==> src/logic/patb_pkg.sv <==
// Package for the peripheral access timing bridge
package patb_pkg;
   localparam int PATB_AW = 32;
   localparam int PATB_DW = 16;
   // Access sizes
   localparam logic [1:0] PATB_SZ_8 = 2'h1;
   localparam logic [1:0] PATB_SZ_16 = 2'h2;
   localparam logic [1:0] PATB_SZ_32 = 2'h3;
   // Address windows of the decoded register groups
   localparam logic [31:0] PATB_ODR_LO = 32'h0008c080;
   localparam logic [31:0] PATB_ODR_HI = 32'h0008c0a5;
   localparam logic [31:0] PATB_CRC_CTRL = 32'h00088280;
   localparam logic [31:0] PATB_CRC_DIN = 32'h00088281;
   localparam logic [31:0] PATB_CRC_DOUT = 32'h00088282;
   localparam logic [31:0] PATB_SHARED_ADDR = 32'h0008830a;
   // Bus regions: peripheral bus 1 needs no divided clock sync
   localparam logic [31:0] PATB_PB1_LO = 32'h00080000;
   localparam logic [31:0] PATB_PB1_HI = 32'h00087fff;
   localparam logic [31:0] PATB_EXB_LO = 32'h00081300;
   localparam logic [31:0] PATB_EXB_HI = 32'h000813ff;
   localparam logic [31:0] PATB_EXB_ERR_LO = 32'h00081300;
   localparam logic [31:0] PATB_EXB_ERR_HI = 32'h0008130f;
   // Cycle counts
   localparam logic [3:0] PATB_MAIN_BUS_CYC = 4'h1;
   localparam logic [3:0] PATB_PERI_CYC_MIN = 4'h2;
   localparam logic [3:0] PATB_PERI_CYC_MAX = 4'h3;
   localparam logic [3:0] PATB_SLOW_CORE_CYC = 4'h2;
   localparam logic [3:0] PATB_RST_CNT = 4'h0;
   localparam logic [3:0] PATB_DIV_RST = 4'h0;

   typedef struct packed {
      logic [PATB_AW-1:0] addr;
      logic [PATB_DW-1:0] wdata;
      logic [1:0] size;
      logic write;
   } patb_req_s;

   typedef struct packed {
      logic [PATB_DW-1:0] rdata;
      logic unsupported;
   } patb_rsp_s;

   typedef enum logic [3:0] {
      PATB_IDLE = 4'b0001,
      PATB_SYNC = 4'b0010,
      PATB_PERI = 4'b0100,
      PATB_DONE = 4'b1000
   } patb_state_e;
endpackage : patb_pkg

==> src/logic/patb_clk_tick.sv <==
// Divided clock edge generator for peripheral and external bus clocks
`timescale 1ns/10ps
`default_nettype none
module patb_clk_tick
   import patb_pkg::*;
(
   input wire logic clk_in,
   input wire logic rst_b_in,
   input wire logic [3:0] ratio_in,
   output logic tick_out
);
   logic [3:0] div_r;
   logic [3:0] div_nxt;
   logic tick_nxt;

   always_comb begin
      tick_nxt = 1'b0;
      if (div_r >= ratio_in) begin
         div_nxt = PATB_DIV_RST;
         tick_nxt = 1'b1;
      end else begin
         div_nxt = div_r + 4'h1;
      end
   end

   always_ff @(posedge clk_in) begin
      if (!rst_b_in) begin
         div_r <= PATB_DIV_RST;
         tick_out <= 1'b0;
      end else begin
         div_r <= div_nxt;
         tick_out <= tick_nxt;
      end
   end
endmodule : patb_clk_tick
`default_nettype wire

==> src/logic/patb_bridge.sv <==
// Bridge from main internal bus to peripheral buses with access timing
//
// Overview of operation
// - Access cycles are main bus plus sync plus addressed peripheral bus cycles.
// - Sync cycles are added only for buses 2-6 and non-error external bus registers.
// - Fast core: main bus plus sync fit within one peripheral clock cycle.
// - Slow core: next access starts on core cycle after peripheral access ends.
// - External bus registers: main bus plus sync fit within one bus clock.
// - Counts hold only without contention from fetches or other masters.
// - Read of last-written register returns only after all earlier writes finish.
// - Byte registers take 2 or 3 peripheral clocks, or 2 core clocks if slow.
// - Open-drain control registers accept byte and halfword accesses.
// - Checksum output is halfword only; its neighbours are byte only.
// - Shared address selects slave address low or timeout counter low.
`timescale 1ns/10ps
`default_nettype none
module patb_bridge
   import patb_pkg::*;
(
   input wire logic clk_in,
   input wire logic rst_b_in,
   // Master side
   input wire logic req_valid_in,
   input wire patb_req_s req_in,
   output logic req_ready_out,
   output logic rsp_valid_out,
   output patb_rsp_s rsp_out,
   // Clock relationship: divided clock ratio minus one, zero for equal rate
   input wire logic [3:0] peri_ratio_in,
   input wire logic [3:0] bus_ratio_in,
   input wire logic core_slower_in,
   input wire logic timeout_sel_in,
   input wire logic contention_in,
   // Peripheral side
   output logic peri_sel_out,
   output logic peri_write_out,
   output logic [PATB_AW-1:0] peri_addr_out,
   output logic [PATB_DW-1:0] peri_wdata_out,
   output logic [1:0] peri_size_out,
   output logic peri_timeout_sel_out,
   input wire logic [PATB_DW-1:0] peri_rdata_in,
   input wire logic peri_wait_in
);
   patb_state_e state_r;
   patb_state_e state_nxt;
   patb_req_s hold_r;
   patb_req_s hold_nxt;
   patb_rsp_s rsp_r;
   patb_rsp_s rsp_nxt;
   logic [3:0] cnt_r;
   logic [3:0] cnt_nxt;
   logic need_sync_r;
   logic need_sync_nxt;
   logic ext_r;
   logic ext_nxt;
   logic tsel_r;
   logic tsel_nxt;
   logic rsp_valid_r;
   logic rsp_valid_nxt;
   logic peri_tick;
   logic bus_tick;
   logic div_tick;
   logic in_pb1;
   logic in_exb;
   logic in_exb_err;
   logic size_ok;
   logic cont_s1_r;
   logic cont_s2_r;

   patb_clk_tick u_peri_tick (
      .clk_in(clk_in),
      .rst_b_in(rst_b_in),
      .ratio_in(peri_ratio_in),
      .tick_out(peri_tick)
   );

   patb_clk_tick u_bus_tick (
      .clk_in(clk_in),
      .rst_b_in(rst_b_in),
      .ratio_in(bus_ratio_in),
      .tick_out(bus_tick)
   );

   // Contention flag comes from another master's arbiter domain
   always_ff @(posedge clk_in) begin
      if (!rst_b_in) begin
         cont_s1_r <= 1'b0;
         cont_s2_r <= 1'b0;
      end else begin
         cont_s1_r <= contention_in;
         cont_s2_r <= cont_s1_r;
      end
   end

   always_comb begin
      in_pb1 = (req_in.addr >= PATB_PB1_LO) && (req_in.addr <= PATB_PB1_HI);
      in_exb = (req_in.addr >= PATB_EXB_LO) && (req_in.addr <= PATB_EXB_HI);
      in_exb_err = (req_in.addr >= PATB_EXB_ERR_LO) && (req_in.addr <= PATB_EXB_ERR_HI);
   end

   // Width check per register group
   always_comb begin
      size_ok = 1'b1;
      if ((req_in.addr >= PATB_ODR_LO) && (req_in.addr <= PATB_ODR_HI)) begin
         size_ok = (req_in.size == PATB_SZ_8) || (req_in.size == PATB_SZ_16);
      end else if (req_in.addr == PATB_CRC_DOUT) begin
         size_ok = (req_in.size == PATB_SZ_16);
      end else if ((req_in.addr == PATB_CRC_CTRL) || (req_in.addr == PATB_CRC_DIN)) begin
         size_ok = (req_in.size == PATB_SZ_8);
      end else if (!in_pb1 && !in_exb) begin
         size_ok = (req_in.size == PATB_SZ_8);
      end
   end

   // Non-error external bus registers sync to the bus clock, buses 2-6 to the peripheral clock
   assign div_tick = ext_r ? bus_tick : peri_tick;

   // One access in flight at a time: a write must finish before the next request
   // is taken, so a read-back of the last write implies every earlier write is done.
   assign req_ready_out = (state_r == PATB_IDLE);

   always_comb begin
      state_nxt = state_r;
      hold_nxt = hold_r;
      rsp_nxt = rsp_r;
      cnt_nxt = cnt_r;
      need_sync_nxt = need_sync_r;
      ext_nxt = ext_r;
      tsel_nxt = tsel_r;
      rsp_valid_nxt = 1'b0;
      case (state_r)
         PATB_IDLE: begin
            if (req_valid_in) begin
               hold_nxt = req_in;
               // Sync only for buses 2-6 and non-error external bus registers
               need_sync_nxt = !in_pb1 || (in_exb && !in_exb_err);
               ext_nxt = in_exb && !in_exb_err;
               tsel_nxt = (req_in.addr == PATB_SHARED_ADDR) && timeout_sel_in;
               rsp_nxt.unsupported = !size_ok;
               cnt_nxt = PATB_MAIN_BUS_CYC;
               state_nxt = PATB_SYNC;
            end
         end
         PATB_SYNC: begin
            // Main bus cycle done; wait for a divided edge, at most one slow clock
            if (cnt_r != PATB_RST_CNT) begin
               cnt_nxt = cnt_r - 4'h1;
            end else if (!need_sync_r || core_slower_in || div_tick) begin
               cnt_nxt = core_slower_in ? PATB_SLOW_CORE_CYC : PATB_PERI_CYC_MIN;
               state_nxt = PATB_PERI;
            end
         end
         PATB_PERI: begin
            // Count peripheral cycles in divided ticks, or core clocks if core is slower or no sync is needed
            if ((core_slower_in || !need_sync_r || div_tick) && cnt_r != PATB_RST_CNT) begin
               cnt_nxt = cnt_r - 4'h1;
            end
            if (cnt_r == PATB_RST_CNT && !peri_wait_in && !cont_s2_r) begin
               rsp_nxt.rdata = hold_r.write ? '0 : peri_rdata_in;
               state_nxt = PATB_DONE;
            end
         end
         PATB_DONE: begin
            // Answer on the core cycle after the peripheral access ends
            rsp_valid_nxt = 1'b1;
            state_nxt = PATB_IDLE;
         end
         default: begin
            state_nxt = PATB_IDLE;
         end
      endcase
   end

   always_ff @(posedge clk_in) begin
      if (!rst_b_in) begin
         state_r <= PATB_IDLE;
         hold_r <= '0;
         rsp_r <= '0;
         cnt_r <= PATB_RST_CNT;
         need_sync_r <= 1'b0;
         ext_r <= 1'b0;
         tsel_r <= 1'b0;
         rsp_valid_r <= 1'b0;
      end else begin
         state_r <= state_nxt;
         hold_r <= hold_nxt;
         rsp_r <= rsp_nxt;
         cnt_r <= cnt_nxt;
         need_sync_r <= need_sync_nxt;
         ext_r <= ext_nxt;
         tsel_r <= tsel_nxt;
         rsp_valid_r <= rsp_valid_nxt;
      end
   end

   assign rsp_valid_out = rsp_valid_r;
   assign rsp_out = rsp_r;
   assign peri_sel_out = (state_r == PATB_PERI);
   assign peri_write_out = hold_r.write;
   assign peri_addr_out = hold_r.addr;
   assign peri_wdata_out = hold_r.wdata;
   assign peri_size_out = hold_r.size;
   assign peri_timeout_sel_out = tsel_r;
endmodule : patb_bridge
`default_nettype wire

==> config.mk <==
export PLATFORM = sky130hd
export DESIGN_NAME = patb_bridge
export DESIGN_NICKNAME = d
export VERILOG_FILES = /design/src/logic/patb_pkg.sv /design/src/logic/patb_clk_tick.sv /design/src/logic/patb_bridge.sv
export SDC_FILE = /design/constraint.sdc
export NUM_CORES = 1
export LEC_CHECK = 0
export BUFFER_PORTS_ARGS = -buffer_cell sky130_fd_sc_hd__buf_4
export CORE_MARGIN = 3
export CORE_UTILIZATION = 23
export CTS_CLUSTER_DIAMETER = 150
export DETAILED_ROUTE_END_ITERATION = 10
export GPL_ROUTABILITY_DRIVEN = 0
export SYNTH_ARGS = -nofsm -noshare
export SYNTH_HDL_FRONTEND = slang
export SYNTH_SLANG_ARGS = --single-unit
==> constraint.sdc <==
create_clock -name clk_in -period 2.77 [get_ports clk_in]
set_input_delay 0.4155 -clock clk_in [delete_from_list [all_inputs] [get_ports clk_in]]
set_output_delay 0.4155 -clock clk_in [all_outputs]
set_load 0.01 [all_outputs]
==> impl_metrics.tcl, run 1 <==
set metrics [dict create \
    irDropWorstVdd_v 0.000314 \
    synth_area_per_cell_um2 8.13 \
    synth_largest_area_cell "dfxtp_1" \
    dp_hpwl_mm 8.18 \
    wire_per_inst_um 13.3 \
    rsz0062_at_grt "false" \
    min_from "contention_in" \
    dr_total_vias 3682 \
    finalCritPeriodShare_pct 78.6 \
    vias_per_cell 4.39 \
    grt_remaining_overflow 0 \
    fmax_mhz 459 \
    clockBufferDepth 2 \
    r2r_slack_ps 590 \
    final_nets 713 \
    required_ps 3040 \
    stdcell_area_mm2 0.00558 \
    antenna_found_initial 0 \
    num_rows 46 \
    numCtsBuffers 9 \
    arrival_ps 2440 \
    end_kind "flip-flop" \
    power_density_mw_per_mm2 612 \
    drc 0 \
    slew_headroom_pct 37.8 \
    synth_cells 475 \
    diodes 0 \
    ys_ff_latch 92 \
    firstDrtPassIters 4 \
    drt_iter0_markers 122 \
    p_leak_nw 2.35 \
    yosys_warnings 0 \
    reg2reg_depth 7 \
    yosys.area.top_type_share_pct 47.7 \
    tightest_slew_ps 931 \
    hold_viol 0 \
    drv_cap 0 \
    post-cts-setup-buffers 0 \
    hold_path.class "primary input to flip-flop" \
    critPathKind "flip-flop to flip-flop" \
    whs_endpoint "cont_s1_r" \
    grt_max_degree 50 \
    maxSlewViolCount 0 \
    die_w_um 136 \
    grt_pass1_wl_mm 17.7 \
    final_common_cell "buf_4" \
    ys_types 40 \
    worst-path-max-fanout 16 \
    worstSkewPairLatency_ps 340 \
    syn-cell-area_mm2 0.00386 \
    grt_pass1_vias 3455 \
    final_cell_mix "buf_4, nand2_1, dfxtp_1, a21oi_1, inv_1" \
    drive_above_1_share_pct 28.9 \
    holdBufCountCts 0 \
    setup_viol_count_final 0 \
    die_area_mm2 0.0184 \
    synth_top_cells_by_area "dfxtp_1, nand2_1, a21oi_1, ha_1, nand3b_1" \
    r2r_end "rsp_out[2]" \
    skew_ps 3.64 \
    reg2reg_from "cnt_r[0]" \
    core_area_mm2 0.0162 \
    htree_num_levels 3 \
    initial_core_util_pct 23.9 \
    dominantRegCellSynth "dfxtp_1" \
    cts_tree "yes" \
    die_h_um 136 \
    cts-resized-gates 0 \
    clock-sinks 92 \
    place_area_mm2 0.00525 \
    wl_mm 11.2 \
    area_growth_pct 44.5 \
    status "complete, no violations" \
    ys_seq_area_share_pct 47.7 \
    min_period_ps 2180 \
    track_usage_pct 12.1 \
    synth_edf_count 0 \
    worstHoldPathCells 2 \
    fillCellCount 1725 \
    clock-root-buffer "clkbuf_16" \
    ant_nets 0 \
    startpoint_type "flip-flop" \
    io_buffers 153 \
    clk_pin_slew_ps 60 \
    ios 154 \
    async_flop_share_pct 0 \
    synthesis.nets 571 \
    setup_tns_ps 0 \
]
-- per-stage QoR --
step                      worst slack [ps]  utilization [%]  instances  hold slack, ps  total power, W
final                                  591             34.5        838             288         0.00342
after CTS                              567             34.5        838             276         0.00348
after global routing                   309             34.5        838             276         0.00360
after floorplan                        803                -        475             412         0.00179
after global placement                 536             32.4        822             421         0.00208
after detailed placement               454             32.4        822             422         0.00208
-- worst max-delay path, cell delays in order (launching register included) --
cell,delay (ps)
dfxtp_1,320
inv_1,100
ha_1,160
or3b_1,400
nor3_1,250
and2_1,560
nand3b_1,150
a21oi_1,160
-- cell type report --
cell class	instances	area, µm²	share of cell area, %
clock buffers	13	270	4.84
clock inverters	3	67.6	1.21
inverters	20	75.1	1.34
multi-input cells	338	1850	33.1
flip-flops and latches	92	1840	33.0
well taps	216	270	4.84
repair buffers	156	1210	21.6
-- how the worst max path moves through the flow --
stage                          start          to  slack [ps]  depth (start not counted)
after CTS                   cnt_r[0]  rsp_out[8]         570                          7
after global placement    req_in[45]  rsp_out[0]         540                          6
after detailed placement  req_in[45]  rsp_out[0]         450                          6
final                       cnt_r[0]  rsp_out[2]         590                          7
after global routing        cnt_r[0]  rsp_out[9]         310                          7
after floorplan           state_r[3]    cnt_r[0]         800                          5
-- state kept, by name, indices dropped and copies added, names as in the netlist --
name	count
peri_addr_out	32
u_bus_tick.tick_out	1
peri_wdata_out	16
peri_timeout_sel_out	1
u_peri_tick.tick_out	1
ext_r	1
u_bus_tick.div_r	4
peri_write_out	1
cont_s2_r	1
need_sync_r	1
rsp_valid_out	1
cont_s1_r	1
peri_size_out	2
u_peri_tick.div_r	4
state_r	4
cnt_r	4
rsp_out	17
-- logic make-up after synthesis --
logic type,count (synthesis),synth area share (%)
adders and majority gates,14,4.53
buffers and inverters,45,4.57
DFF,92,47.7
muxes,1,0.291
AOI/OAI and AO/OA,97,13.7
and+or+nand+nor,222,28.3
xor gates and xnor gates,4,0.907
-- cell usage after synthesis, drive strengths merged (2+ instances only) --
library cell / number
or2: 2
o21ai: 9
clkbuf: 19
a21oi: 74
xnor2: 2
nand3b: 18
o211ai: 2
nor3b: 3
o31ai: 2
nand4: 6
xor2: 2
a21o: 2
nor2: 16
nor3: 9
buf: 6
nor4b: 9
nand3: 6
inv: 20
nand2b: 4
ha: 14
and2: 8
o311ai: 2
dfxtp: 92
nor2b: 5
nand2: 127
nor4: 6
-- layer usage --
layer | wire, µm | global-route usage [%] | vias to the layer above
met3 | 937 | 4.94 | 5
met2 | 4970 | 18.9 | 107
li1 | - | - | 1892
met1 | 5180 | 15.6 | 1678
met5 | 0 | 0 | -
met4 | 86 | 2.86 | 0
-- where the power goes --
group | leakage [nW] | total (W) | switching, W | internal, W
clock | 0.162 | 0.00137 | 0.000507 | 0.000865
combinational | 1.43 | 0.000581 | 0.000299 | 0.000282
sequential | 0.752 | 0.00146 | 0.0000543 | 0.00141
No activity file was read; power rests on OpenSTA's default activity.
==> run 2: changes to the inputs <==
Clock period 2.77 ns to 2.25 ns, I/O delays scaled along.
==> impl_metrics.tcl, run 2 (synthesis gave the netlist of run 1 again) <==
set metrics [dict create \
    tightest_slew_ps 835 \
    p_int_w 0.00306 \
    drv_cap 0 \
    dp_hpwl_mm 8.31 \
    holdBufCountCts 0 \
    rsz0062_at_grt "false" \
    setup_viol_count_final 0 \
    final_cell_mix "buf_4, nand2_1, dfxtp_1, a21oi_1, inv_1" \
    startpoint_type "flip-flop" \
    post-cts-setup-buffers 0 \
    numCtsBuffers 9 \
    status "complete, no violations" \
    end_kind "flip-flop" \
    die_area_mm2 0.0184 \
    grt_remaining_overflow 0 \
    final_common_cell "buf_4" \
    ios 154 \
    firstDrtPassIters 4 \
    finalCritPeriodShare_pct 92.6 \
    grt_pass1_wl_mm 17.8 \
    stdcell_area_mm2 0.00560 \
    final_nets 720 \
    clock-root-buffer "clkbuf_16" \
    drc 0 \
    required_ps 2480 \
    worstSkewPairLatency_ps 340 \
    diodes 0 \
    pwr-share-seq_pct 43.3 \
    switching_share_pct 26.3 \
    reg2reg_depth 7 \
    place_area_mm2 0.00529 \
    die_h_um 136 \
    pwr-share-comb_pct 17.5 \
    p_leak_nw 2.36 \
    postLayoutCoreUtil_pct 34.6 \
    wire_per_inst_um 13.4 \
    clock-sinks 92 \
    worst-path-max-fanout 5 \
    worstHoldPathCells 2 \
    die_w_um 136 \
    arrival_ps 2310 \
    irDropWorstVdd_v 0.000353 \
    fillCellCount 1712 \
    power_density_mw_per_mm2 742 \
    ant_nets 0 \
    grt_pass1_vias 3494 \
    dp.cells 829 \
    maxSlewViolCount 0 \
    holdWs_ps 208 \
    antenna_found_initial 0 \
    power.switching_w 0.00109 \
    area_growth_pct 45.0 \
    hold_path.class "primary input to flip-flop" \
    slew_headroom_pct 44.3 \
    cts_tree "yes" \
    num_rows 46 \
    largest_reg_flops 32 \
    dr_total_vias 3728 \
    clk_pin_slew_ps 70 \
    fin_cells 845 \
    clockPowerShare_pct 39.2 \
    vias_per_cell 4.41 \
    io_buffers 153 \
    cts-resized-gates 0 \
    drive_above_1_share_pct 29.7 \
    fmax_mhz 480 \
    track_usage_pct 12.2 \
    min_period_ps 2080 \
    clockBufferDepth 2 \
    htree_num_levels 3 \
    hold_viol 0 \
    wl_mm 11.4 \
    initial_core_util_pct 23.9 \
    skew_ps 8.94 \
    setup_tns_ps 0 \
    critPathKind "flip-flop to flip-flop" \
    grt_max_degree 56 \
    core_area_mm2 0.0162 \
    drt_iter0_markers 120 \
]
## run 2: cell count changes in the layout (fill, tap and decap cells not counted)
cell	change
buf_4	+8
clkbuf_8	-3
buf_12	-1
clkinv_2	+1
clkinv_4	+1
clkinvlp_4	+1
## run 2: power groups by stage
stage / logic [W] / clock network, W / registers [W]
4_1_cts: 0.000741 / 0.00170 / 0.00180
3_5_place_dp: 0.000738 / 0 / 0.00184
2_1_floorplan: 0.000339 / 0 / 0.00186
3_3_place_gp: 0.000734 / 0 / 0.00184
6_report: 0.000727 / 0.00163 / 0.00180
5_1_grt: 0.000821 / 0.00176 / 0.00182
## run 2: worst paths after layout
| kind | start | endpoint | slack, ps |
|---|---|---|---|
| min | contention_in | cont_s1_r | 210 |
| min reg2reg | cont_s1_r | cont_s2_r | 440 |
| max reg2reg | cnt_r[0] | cnt_r[0] | 170 |
| max | cnt_r[0] | cnt_r[0] | 170 |
## run 2: critical path, cell delays in order (launching register included)
cell and delay (ps):
dfxtp_1 350, inv_1 80, ha_1 200, or3b_1 210
o21ai_0 100, a221o_1 430, or2_4 270, o311a_1 330
## run 2: metrics by stage
step | power, W | worst slack [ps]
after floorplan | 0.00220 | 283
after global placement | 0.00257 | 238
after detailed placement | 0.00258 | 185
after CTS | 0.00425 | 166
after global routing | 0.00440 | 24.4
final | 0.00416 | 167
## run 2: layer usage
metal,GRT usage [%],part of all wire (%)
met5,0,0
met4,2.46,0.85
met3,5.27,10
met2,19.0,45
met1,15.7,44
## run 2: area by class of cell
| type | count | area [µm²] | area share, % |
|---|---|---|---|
| Sequential cell | 92 | 1840 | 32.9 |
| Clock inverter | 6 | 88.8 | 1.59 |
| Clock buffer | 10 | 229 | 4.09 |
| Inverter | 20 | 75.1 | 1.34 |
| Multi-Input combinational cell | 338 | 1850 | 33.0 |
| Tap cell | 216 | 270 | 4.82 |
| Timing Repair Buffer | 163 | 1250 | 22.3 |
